<file path="config.mk">
export PLATFORM = sky130hd
export DESIGN_NAME = pif_irq_flags
export DESIGN_NICKNAME = d
export VERILOG_FILES = /design/src/core/pif_pkg.sv /design/src/core/pif_timer_set.sv /design/src/core/pif_irq_flags.sv
export SDC_FILE = /design/constraint.sdc
export NUM_CORES = 1
export LEC_CHECK = 0
export BUFFER_PORTS_ARGS = -buffer_cell sky130_fd_sc_hd__buf_2
export CORE_MARGIN = 2
export CORE_UTILIZATION = 62
export CTS_CLUSTER_DIAMETER = 200
export DETAILED_ROUTE_END_ITERATION = 12
export PLACE_DENSITY = 0.92
export REMOVE_ABC_BUFFERS = 1
export SLEW_MARGIN = 20
export SYNTH_ARGS = -nofsm -noshare
export SYNTH_HDL_FRONTEND = slang
export SYNTH_HIERARCHICAL = 1
export SYNTH_SLANG_ARGS = --single-unit
</file>
<file path="constraint.sdc">
create_clock -name clock -period 3.15 [get_ports clock]
set_clock_uncertainty 0.05 [all_clocks]
set_input_delay 0.315 -clock clock [delete_from_list [all_inputs] [get_ports clock]]
set_output_delay 0.315 -clock clock [all_outputs]
set_load 0.02 [all_outputs]
</file>
<file path="src/core/pif_pkg.sv">
// Constants for the peripheral interrupt flag and enable block.
// Assumes a single 40 MHz clock and an AXI4-Lite register master.
// Function
// [RULE1] Flags set regardless of enables or global disable
// [RULE2] Software clears flag before enabling its source
// [RULE3] Enable group two at 11h, listed bits
// [RULE4] Request group one at 16h, listed bits
// [RULE5] Port change sets flag; software ends mismatch
// [RULE6] Select one: timer3 flag on overflow
// [RULE7] Select zero: timer3 flag on period rollover
// [RULE8] Timer2 flag on period match rollover
// [RULE9] Eight-bit mode: timer1 flag on period rollover
// [RULE10] Sixteen-bit mode: pair rollover sets timer1 flag
// [RULE11] Capture2 event sets capture2 flag
// [RULE12] Capture1 event sets capture1 flag
// [RULE13] Serial1 transmit flag shows buffer empty
// [RULE14] Serial1 receive flag shows buffer full
// [RULE15] Pending is OR of flag AND enable
// [RULE16] Enable bit four reads zero, ignores writes
// [RULE17] Write zero clears flag; set event wins
package pif_pkg;
    // ========================================
    // Register offsets (printed offsets are indices)
    localparam logic [7:0]  ENABLE2_IDX      = 8'h11;
    localparam logic [7:0]  REQUEST1_IDX     = 8'h16;
    localparam logic [7:0]  ENABLE1_IDX      = 8'h17;
    localparam logic [7:0]  CONTROL_IDX      = 8'h20;
    localparam logic [7:0]  STATUS_IDX       = 8'h21;
    localparam logic [7:0]  MASK_IDX         = 8'h22;
    localparam logic [7:0]  PERIOD_IDX       = 8'h23;
    localparam logic [7:0]  TIMER_IDX        = 8'h24;
    // ========================================
    // Reset values and masks
    localparam logic [7:0]  ENABLE2_RESET    = 8'h00;
    localparam logic [7:0]  ENABLE2_MASK     = 8'hEF;
    localparam logic [7:0]  REQUEST1_RESET   = 8'h00;
    localparam logic [7:0]  REQUEST1_WMASK   = 8'hFC;
    // ========================================
    // Field positions of request group one
    localparam int PORT_CHANGE_BIT  = 7;
    localparam int TIMER3_BIT       = 6;
    localparam int TIMER2_BIT       = 5;
    localparam int TIMER1_BIT       = 4;
    localparam int CAPTURE2_BIT     = 3;
    localparam int CAPTURE1_BIT     = 2;
    localparam int SERIAL1_TX_BIT   = 1;
    localparam int SERIAL1_RX_BIT   = 0;
    // Control fields
    localparam int CAP1_SELECT_BIT  = 0;
    localparam int PAIR16_BIT       = 1;
    localparam int TIMER_RUN_BIT    = 2;
    // ========================================
    // Bus answers and change watch port width
    localparam logic [1:0]  RESP_OKAY        = 2'h0;
    localparam logic [1:0]  RESP_SLVERR      = 2'h2;
    localparam int          WATCH_WIDTH      = 4;
endpackage

</file>
<file path="src/core/pif_timer_set.sv">
// Timer block producing the timer flag set pulses.
// Assumes same-clock control inputs and a clock enable.
`timescale 1ns/1ps
module pif_timer_set
(
    input  wire logic        clock,
    input  wire logic        rst,
    input  wire logic        clockEn,
    input  wire logic        run,
    input  wire logic        pair16,
    input  wire logic        cap1Select,
    input  wire logic [7:0]  timer1Period,
    input  wire logic [7:0]  timer2Period,
    input  wire logic [15:0] timer3PeriodPair,
    output logic      [7:0]  timer1,
    output logic      [7:0]  timer2,
    output logic      [15:0] timer3,
    output logic             timer1Set,
    output logic             timer2Set,
    output logic             timer3Set
);
    typedef struct packed {
        logic [7:0]  t1;
        logic [7:0]  t2;
        logic [15:0] t3;
        logic        s1;
        logic        s2;
        logic        s3;
    } pif_tstate_t;

    pif_tstate_t st;
    pif_tstate_t next_st;
    logic        t1Match;
    logic        t2Match;
    logic        pairMatch;
    logic        t3Match;

    assign t1Match   = st.t1 == timer1Period;
    assign t2Match   = st.t2 == timer2Period;
    assign pairMatch = {st.t2, st.t1} == {timer2Period, timer1Period};
    assign t3Match   = st.t3 == timer3PeriodPair;

    always_comb
    begin
        next_st    = st;
        next_st.s1 = 1'b0;
        next_st.s2 = 1'b0;
        next_st.s3 = 1'b0;
        if (run)
        begin
            if (pair16)
            begin
                {next_st.t2, next_st.t1} = pairMatch ? 16'h0000 : {st.t2, st.t1} + 16'h0001;
                next_st.s1 = pairMatch; // [RULE10]
            end
            else
            begin
                next_st.t1 = t1Match ? 8'h00 : st.t1 + 8'h01;
                next_st.s1 = t1Match; // [RULE9]
                next_st.t2 = t2Match ? 8'h00 : st.t2 + 8'h01;
                next_st.s2 = t2Match; // [RULE8]
            end
            if (cap1Select)
            begin
                next_st.t3 = st.t3 + 16'h0001;
                next_st.s3 = st.t3 == 16'hFFFF; // [RULE6]
            end
            else
            begin
                next_st.t3 = t3Match ? 16'h0000 : st.t3 + 16'h0001;
                next_st.s3 = t3Match; // [RULE7]
            end
        end
    end

    always_ff @(posedge clock)
    begin
        if (rst)
            st <= '0;
        else if (clockEn)
            st <= next_st;
    end

    assign timer1    = st.t1;
    assign timer2    = st.t2;
    assign timer3    = st.t3;
    assign timer1Set = st.s1 & clockEn;
    assign timer2Set = st.s2 & clockEn;
    assign timer3Set = st.s3 & clockEn;

    a_timer2_wrap: assert property (@(posedge clock) disable iff (rst)
        timer2Set |-> st.t2 == 8'h00) else $error("timer2 set without wrap"); // [RULE8]
    a_timer3_wrap: assert property (@(posedge clock) disable iff (rst)
        timer3Set |-> st.t3 == 16'h0000) else $error("timer3 set without wrap"); // [RULE7]
endmodule

</file>
<file path="src/core/pif_irq_flags.sv">
// Peripheral flag and enable registers on an AXI4-Lite slave.
// Assumes pins are asynchronous; serial status comes from same clock.
`timescale 1ns/1ps
module pif_irq_flags
(
    input  wire logic                           clock,
    input  wire logic                           rst,
    input  wire logic                           clockEn,
    input  wire logic [11:0]                    awaddr,
    input  wire logic                           awvalid,
    output logic                                awready,
    input  wire logic [31:0]                    wdata,
    input  wire logic [3:0]                     wstrb,
    input  wire logic                           wvalid,
    output logic                                wready,
    output logic      [1:0]                     bresp,
    output logic                                bvalid,
    input  wire logic                           bready,
    input  wire logic [11:0]                    araddr,
    input  wire logic                           arvalid,
    output logic                                arready,
    output logic      [31:0]                    rdata,
    output logic      [1:0]                     rresp,
    output logic                                rvalid,
    input  wire logic                           rready,
    input  wire logic [pif_pkg::WATCH_WIDTH-1:0] changeWatchPort,
    input  wire logic                           capture1Pin,
    input  wire logic                           capture2Pin,
    input  wire logic                           serial1TxEmpty,
    input  wire logic                           serial1RxFull,
    input  wire logic [6:0]                     group2Events,
    output logic                                peripheralPending,
    output logic                                irq
);
    localparam int WW = pif_pkg::WATCH_WIDTH;
    initial
    begin
        if (WW < 1 || WW > 8)
            $error("watch width out of range");
    end

    typedef struct packed {
        logic [WW-1:0] pSync1;
        logic [WW-1:0] pSync2;
        logic [WW-1:0] pLatch;
        logic [1:0]    c1Sync;
        logic [1:0]    c2Sync;
        logic          c1Prev;
        logic          c2Prev;
        logic [7:0]    enable1;
        logic [7:0]    enable2;
        logic [5:0]    request;
        logic [2:0]    control;
        logic [1:0]    status;
        logic [1:0]    mask;
        logic [7:0]    per1;
        logic [7:0]    per2;
        logic [15:0]   per3;
        logic          awHeld;
        logic [11:0]   awAddr;
        logic          wHeld;
        logic [31:0]   wData;
        logic [3:0]    wStrb;
        logic          bValid;
        logic [1:0]    bResp;
        logic          rValid;
        logic [31:0]   rData;
        logic [1:0]    rResp;
    } pif_state_t;

    pif_state_t st;
    pif_state_t next_st;
    logic [7:0] t1;
    logic [7:0] t2;
    logic [15:0] t3;
    logic       t1Set;
    logic       t2Set;
    logic       t3Set;
    logic [7:0] request1;
    logic [5:0] hwSet;

    // ========================================
    // Index decode shared by read and write
    function automatic logic [7:0] reg_index(input logic [11:0] a);
        reg_index = a[9:2];
    endfunction

    function automatic logic is_mapped(input logic [7:0] i);
        is_mapped = i == pif_pkg::ENABLE2_IDX || i == pif_pkg::REQUEST1_IDX
            || i == pif_pkg::ENABLE1_IDX || i == pif_pkg::CONTROL_IDX
            || i == pif_pkg::STATUS_IDX || i == pif_pkg::MASK_IDX
            || i == pif_pkg::PERIOD_IDX || i == pif_pkg::TIMER_IDX;
    endfunction

    pif_timer_set timers
    (
        .clock            (clock),
        .rst              (rst),
        .clockEn          (clockEn),
        .run              (st.control[pif_pkg::TIMER_RUN_BIT]),
        .pair16           (st.control[pif_pkg::PAIR16_BIT]),
        .cap1Select       (st.control[pif_pkg::CAP1_SELECT_BIT]),
        .timer1Period     (st.per1),
        .timer2Period     (st.per2),
        .timer3PeriodPair (st.per3),
        .timer1           (t1),
        .timer2           (t2),
        .timer3           (t3),
        .timer1Set        (t1Set),
        .timer2Set        (t2Set),
        .timer3Set        (t3Set)
    );

    // ========================================
    // Request register view
    assign request1 = {st.request, serial1TxEmpty, serial1RxFull}; // [RULE4] [RULE13] [RULE14]
    // Flag set events, independent of the enable registers
    assign hwSet = {st.pSync2 != st.pLatch, t3Set, t2Set, t1Set,
                    st.c2Sync[1] & ~st.c2Prev, st.c1Sync[1] & ~st.c1Prev}; // [RULE1]

    always_comb
    begin
        logic       doWrite;
        logic [7:0] wIdx;
        logic [7:0] wByte;
        logic [5:0] clr;
        logic [7:0] rIdx;
        logic [1:0] ev;
        doWrite = 1'b0;
        wIdx    = 8'h00;
        wByte   = 8'h00;
        clr     = 6'h00;
        rIdx    = 8'h00;
        ev      = 2'h0;
        next_st = st;
        next_st.pSync1 = changeWatchPort;
        next_st.pSync2 = st.pSync1;
        next_st.c1Sync = {st.c1Sync[0], capture1Pin};
        next_st.c2Sync = {st.c2Sync[0], capture2Pin};
        next_st.c1Prev = st.c1Sync[1];
        next_st.c2Prev = st.c2Sync[1];
        if (awvalid && !st.awHeld)
        begin
            next_st.awHeld = 1'b1;
            next_st.awAddr = awaddr;
        end
        if (wvalid && !st.wHeld)
        begin
            next_st.wHeld = 1'b1;
            next_st.wData = wdata;
            next_st.wStrb = wstrb;
        end
        if (st.bValid && bready)
            next_st.bValid = 1'b0;
        if (st.awHeld && st.wHeld && !st.bValid)
        begin
            doWrite = st.wStrb[0];
            wIdx    = reg_index(st.awAddr);
            wByte   = st.wData[7:0];
            next_st.awHeld = 1'b0;
            next_st.wHeld  = 1'b0;
            next_st.bValid = 1'b1;
            next_st.bResp  = is_mapped(wIdx) ? pif_pkg::RESP_OKAY : pif_pkg::RESP_SLVERR;
        end
        if (doWrite)
        begin
            case (wIdx)
                pif_pkg::ENABLE2_IDX:
                    next_st.enable2 = wByte & pif_pkg::ENABLE2_MASK; // [RULE3] [RULE16]
                pif_pkg::REQUEST1_IDX:
                begin
                    clr = ~wByte[7:2]; // [RULE17]
                    // Writing zero to the port change bit ends the mismatch
                    if (!wByte[pif_pkg::PORT_CHANGE_BIT])
                        next_st.pLatch = st.pSync2; // [RULE5]
                end
                pif_pkg::ENABLE1_IDX:
                    next_st.enable1 = wByte;
                pif_pkg::CONTROL_IDX:
                    next_st.control = wByte[2:0];
                pif_pkg::STATUS_IDX:
                    ev = wByte[1:0];
                pif_pkg::MASK_IDX:
                    next_st.mask = wByte[1:0];
                pif_pkg::PERIOD_IDX:
                begin
                    if (st.wStrb[1])
                        next_st.per1 = st.wData[15:8];
                    next_st.per2 = wByte;
                end
                default:
                    next_st.per3 = next_st.per3;
            endcase
            if (wIdx == pif_pkg::PERIOD_IDX && st.wStrb[3])
                next_st.per3 = st.wData[31:16];
        end
        next_st.request = (st.request & ~clr) | hwSet; // [RULE17] [RULE1]
        next_st.status  = (st.status & ~ev) | {|hwSet, t3Set | t2Set | t1Set};
        if (st.rValid && rready)
            next_st.rValid = 1'b0;
        if (arvalid && !st.rValid)
        begin
            rIdx = reg_index(araddr);
            next_st.rValid = 1'b1;
            next_st.rResp  = is_mapped(rIdx) ? pif_pkg::RESP_OKAY : pif_pkg::RESP_SLVERR;
            case (rIdx)
                pif_pkg::ENABLE2_IDX:  next_st.rData = {24'h000000, st.enable2};
                pif_pkg::REQUEST1_IDX: next_st.rData = {24'h000000, request1};
                pif_pkg::ENABLE1_IDX:  next_st.rData = {24'h000000, st.enable1};
                pif_pkg::CONTROL_IDX:  next_st.rData = {29'h0000000, st.control};
                pif_pkg::STATUS_IDX:   next_st.rData = {30'h0000000, st.status};
                pif_pkg::MASK_IDX:     next_st.rData = {30'h0000000, st.mask};
                pif_pkg::PERIOD_IDX:   next_st.rData = {st.per3, st.per1, st.per2};
                pif_pkg::TIMER_IDX:    next_st.rData = {t3, t1, t2};
                default:               next_st.rData = 32'h00000000;
            endcase
        end
    end

    always_ff @(posedge clock)
    begin
        if (rst)
        begin
            st         <= '0;
            st.enable2 <= pif_pkg::ENABLE2_RESET;
            st.request <= pif_pkg::REQUEST1_RESET[7:2];
        end
        else if (clockEn)
            st <= next_st;
    end

    // No address, write data or read address handshake is offered while state is frozen
    assign awready = !st.awHeld && clockEn;
    assign wready  = !st.wHeld && clockEn;
    assign bvalid  = st.bValid;
    assign bresp   = st.bResp;
    assign arready = !st.rValid && clockEn;
    assign rvalid  = st.rValid;
    assign rdata   = st.rData;
    assign rresp   = st.rResp;
    assign peripheralPending = |(request1 & st.enable1); // [RULE15]
    assign irq = |(st.status & st.mask);

    a_set_wins: assert property (@(posedge clock) disable iff (rst)
        clockEn && hwSet[0] |=> st.request[0]) else $error("set lost"); // [RULE17]
    a_enable_bit4: assert property (@(posedge clock) disable iff (rst)
        st.enable2[4] == 1'b0) else $error("bit four set"); // [RULE16]
    a_pending_or: assert property (@(posedge clock) disable iff (rst)
        peripheralPending == |(request1 & st.enable1)) else $error("pending bad"); // [RULE15]
    a_cap1_flag: assert property (@(posedge clock) disable iff (rst)
        clockEn && st.c1Sync[1] && !st.c1Prev |=> st.request[0]) else $error("cap1"); // [RULE12]
    a_cap2_flag: assert property (@(posedge clock) disable iff (rst)
        clockEn && st.c2Sync[1] && !st.c2Prev |=> st.request[1]) else $error("cap2"); // [RULE11]
    a_port_flag: assert property (@(posedge clock) disable iff (rst)
        clockEn && st.pSync2 != st.pLatch |=> st.request[5]) else $error("port"); // [RULE5]
    a_timer1_flag: assert property (@(posedge clock) disable iff (rst)
        clockEn && t1Set |=> st.request[2]) else $error("timer1"); // [RULE9]
    a_flags_ro: assert property (@(posedge clock) disable iff (rst)
        request1[1:0] == {serial1TxEmpty, serial1RxFull}) else $error("serial"); // [RULE13]
    a_write_resp: assert property (@(posedge clock) disable iff (rst)
        clockEn && st.awHeld && st.wHeld && !st.bValid |=> bvalid) else $error("bresp");
    c_port_change: cover property (@(posedge clock) hwSet[5]);
    c_timer3_set: cover property (@(posedge clock) t3Set);
    c_pending: cover property (@(posedge clock) peripheralPending);
endmodule

</file>
== Word-level counts from Yosys, hierarchy flattened ==
Index checks and enable logic that the tools add are counted.
Word-level totals
  output and inout bits: 43
  bits in registers: 201
Cells by class
  reduce and logical (&&, ||, !) cells: 53
  bitwise logic cells: 19
  multiplexer cells: 28
  eq/ne operators: 29
  $add $sub $neg: 4
Operators with widths (number)
  32-bit one-hot mux with 8 select lines: 1
  8-bit by 6-bit equality test with 1-bit output, second input constant: 14
  8-bit by 5-bit equality test with 1-bit output, second input constant: 9
  16-bit two-way mux: 4
  37-bit two-way mux: 1
  35-bit two-way mux: 1
  16-bit by 1-bit adder with 16-bit output, second input constant: 2
  16-bit equality test: 2
  8-bit two-way mux: 4
  2-bit AND reduction: 9
  3-bit AND reduction: 6
  8-bit by 1-bit adder with 8-bit output, second input constant: 2
  16-bit equality test, second input constant: 1
  8-bit equality test: 2
  1-bit logical OR: 14
  13-bit two-way mux: 1
  6-bit two-way mux: 2
  6-bit inverter: 2
  1-bit logical AND: 11
  8-bit bitwise AND: 1
  1-bit two-way mux: 8
  2-bit two-way mux: 4
  4-bit AND reduction: 2
  2-bit nonzero test: 4
  other kinds (14): 26

== Longest topological paths before layout ==
  depth in word-level cells: 10
  depth in mapped cells: 8
  mapped depth without buffers: 7

== By module ==
The synthesis kept the hierarchy.
By module, submodules not included
  pif_irq_flags: area an instance 6769.0 um^2, instances 1, cells an instance 774, seq. area each 3183.1 um^2
  pif_timer_set: area an instance 2418.6 um^2, instances 1, cells an instance 304, seq. area each 700.7 um^2

== Least setup slack after synthesis ==
Ideal clock, no wire load.
  path kind: register to register
  start: reg st[81] (netlist name)
  end: reg st[124] (netlist name)
  arrival: 1.845 ns
  setup slack: 1.127 ns
  cell stages (with the launch flop): 7
  path buffers: 1
  path through: dfxtp_1 or4b_4 or3_4 or3_1 clkbuf_1 mux2i_1 nor2_1
Between the ends
  word-level cells in the longest chain between the ends: 3
Ends and longest elaborated chain
  from (decl): RTL line pif_irq_flags.sv:71  | pif_state_t st;
  from (signal assigned): RTL line pif_irq_flags.sv:229  | st <= next_st;
  8-bit two-way mux: RTL line pif_irq_flags.sv:155  | if (st.awHeld && st.wHeld && !st.bValid)
  8-bit by 6-bit equality test with 1-bit output: RTL line pif_irq_flags.sv:167  | case (wIdx)
  3-bit AND reduction (no source line)
No other way between the ends.
A chain may end at the register's enable or synchronous reset.

== Worst setup path after layout ==
  start: reg st[74] (netlist name)
  end: reg st[109] (netlist name)
Between the ends
  word-level cells in the longest chain between the ends: 5
  elaborated cells on any way between the ends: 7
  classes of those cells: eq/ne (1); mux (3); reduce/logical (3)
Ends and longest elaborated chain (RTL line)
  1-bit logical AND * (2 in a row): pif_irq_flags.sv:155
  8-bit two-way mux: pif_irq_flags.sv:155
  8-bit by 6-bit equality test with 1-bit output: pif_irq_flags.sv:167
  3-bit AND reduction (no source line)
Mark *: on every way between the ends. The rest lies on a longest branch, timed or not.

==> impl_metrics.yaml <==
global_routing:
  overflow: 0
  track_usage_pct: 28.0
  grt_pass1_vias: 7424
  antenna_found_initial: 0
  grt_max_degree: 45
  grt_pass1_wl_microns: 36100
detailed_routing:
  ant_nets: 0
  wl_met3_microns: 1510
  drt_iter0_markers: 868
  drc: 0
  totalWireLength_microns: 22000
  top_layer: "met4"
  wl_met1_microns: 9060
  via_per_inst: 6.09
  dr_wl_met2_microns: 10700
  wire_per_inst_microns: 17.1
  via_count: 7828
  drt_pass1_iterations: 5
worst_setup_path:
  worstPathMaxFanout: 8
  required_ps: 3410
  r2r_end: "st[109]"
  crit_type: "flop to flop"
  rr_startpoint: "st[74]"
  cp-start-kind: "flop"
  crit_arrival_ps: 2600
  rrSetupSlack_ps: 810
  rr_worst_depth: 5
  crit_path_end_kind: "flop"
synth:
  yosysSeqAreaShare_pct: 42.3
  ys_types: 64
  avgSynthCellArea_sq_um: 8.52
  async_reset_ff_share_pct: 0
  ys.flop_type: "dfxtp_1"
  syn_area_sq_mm: 0.00919
  ys_warn_count: 6
  ys_seq_elements: 194
  synth_edf_count: 0
  synthCells: 1078
placement:
  dp_slack_ps: 562
  postPlaceCellArea_sq_mm: 0.00931
  numPortBuffers: 107
  gp_congestion: 0.895
  place_hpwl_microns: 14200
cells_and_area:
  antenna_cells: 0
  finalNetCount: 1175
  finish.utilization_pct: 68.5
  syn2layout_area_growth_pct: 7.99
  register_area_sq_mm: 0.00388
  drive_above_1_share_pct: 15.3
  multi_input_area_sq_mm: 0.00453
  fin_area_sq_mm: 0.00992
  fillerInstances: 1050
clocking:
  clkLatencyLatePin_ps: 440
  cts_tree: "done"
  cts_max_level: 4
  cts.repair.resized: 0
  holdBufCountCts: 0
  cts_buffers: 17
  path_clk_slew_ps: 70
  post-cts-setup-buffers: 0
  clock_sinks: 194
  clockBufferDepth: 2
  cts_root_buffer: "clkbuf_16"
floorplanning:
  rows: 44
  core_region_area_sq_mm: 0.0145
  start_util_pct: 63.5
  die_x_microns: 126
  io_pins: 126
  die-area_sq_mm: 0.0158
  fp.dieH_microns: 126
power:
  p_switching_mw: 1.11
  power.internal_mw: 3.91
  p_leak_nw: 4.08
  p_seq_share_pct: 50.2
  p_sw_share_pct: 22.2
  clkPwrFrac_pct: 44.7
  power_density_mw_per_mm2: 506
  irDropWorstVdd_v: 0.000392
  comb_power_share_pct: 5.1
  total_power_mw: 5.02
sta:
  clock.fmax_mhz: 428
  rsz0062_at_grt: "no"
  hold_violations: 0
  tightest_slew_ps: 821
  setup_viol: 0
  period_share_pct: 74.2
  min_period_ps: 2340
  finalWorstSetupSlack_ps: 814
  tns_ps: 0
  maxSlewViolCount: 0
  slew_headroom_pct: 45.1
min_path:
  hold_path_class: "input port to flop"
  hold_end: "st[45]"
  hp-start: "wdata[3]"
  holdPathStages: 3
run:
  drv_cap: 0
outcome:
  status: "finished, final reports clean"
[power groups by stage]
stage / logic, mW / clock network (mW) / registers [mW]
final: 0.258 / 2.24 / 2.52
after global routing: 0.283 / 2.36 / 2.53
after CTS: 0.255 / 2.24 / 2.52
after detailed placement: 0.252 / 0 / 2.58
after global placement: 0.245 / 0 / 2.57
after floorplan: 0.116 / 0 / 2.57
[sequential cells by signal, indices dropped and copies added, names as in the netlist]
register,flops
next_st,8
timers/timer1,8
request1,6
timers/timer2,8
bvalid,1
bresp,1
rresp,1
timers/timer3,16
st,109
rvalid,1
rdata,32
timers/st,3
[cells by family (layout without fill, tap and decap cells)]
logic type | after synthesis | in the layout | share of synthesized area [%]
mux | 75 | 75 | 8.44
fa+ha+maj | 3 | 3 | 0.409
xor+xnor | 62 | 62 | 5.91
flops | 194 | 194 | 42.3
compound gates | 200 | 200 | 13.3
other cells | 1 | 2 | 0.0408
buf+inv | 136 | 158 | 8.50
simple gates | 407 | 407 | 21.2
[layout by cell type, fill, tap and decap left out, types with 6 or more instances in the layout]
master	instances
a22o_1	9
nand2_1	152
mux2i_1	73
o21ai_0	12
buf_2	106
a31oi_1	7
nand3_1	27
clkbuf_16	17
nor3_1	11
xnor2_1	25
xor2_1	37
nor4_1	8
nor2b_1	8
nand3b_1	7
nand2b_1	7
and2_1	13
or3_1	6
nand4_1	13
a22oi_1	34
inv_1	6
and3_1	6
nor2_1	116
a21oi_1	72
buf_4	15
dfxtp_1	194
o21ai_1	39
[Yosys cell counts (9+ instances only)]
cell type    n  area (sq um)
a21oi_1     72           360
a22o_1       9          78.8
a22oi_1     34           255
and2_1      13          81.3
buf_2        9          45.0
buf_4       69           518
clkbuf_1    47           176
dfxtp_1    194          3880
mux2i_1     73           731
nand2_1    152           571
nand3_1     27           135
nand4_1     13          81.3
nor2_1     117           439
nor3_1      11          55.1
o21ai_0     12          60.1
o21ai_1     39           195
xnor2_1     25           219
xor2_1      37           324
[critical path, stage by stage, from the launching register on]
cell and delay [ps]:
dfxtp_1 400, and3b_1 390, nand4_2 330, nor3_4 600, mux2i_1 340, nor2_1 80
[final cells by class]
cell class | instances | share of cell area [%]
multi-input cells | 749 | 45.6
clock inverters | 9 | 1.30
inverters | 6 | 0.227
flip-flops and latches | 194 | 39.1
repair buffers | 121 | 6.48
clock buffers | 22 | 4.88
well taps | 184 | 2.32
[metal layers]
metal / vias to the layer above / global-route usage (%)
met5: - / 0
met4: 0 / 13.6
met3: 68 / 6.58
met2: 372 / 47.1
met1: 3699 / 33.9
li1: 3689 / -
[worst max path at each step]
stage               startpoint        end  slack (ps)  cells after the start
finish                  st[74]    st[109]         810                      5
global route            st[74]    st[109]         750                      5
CTS                     st[74]    st[109]         850                      5
detailed placement   araddr[4]  rdata[24]         560                      7
global placement     araddr[4]  rdata[27]         710                      7
floorplan            araddr[9]  rdata[18]         550                      5
[stage by stage]
step           std cells  hold WS (ps)
2_1_floorplan        949           334
3_3_place_gp        1254           386
3_5_place_dp        1254           388
4_1_cts             1285          52.8
5_1_grt             1285          53.9
6_report            1285          54.1
Note: power is estimated with default switching activity, not from simulation.
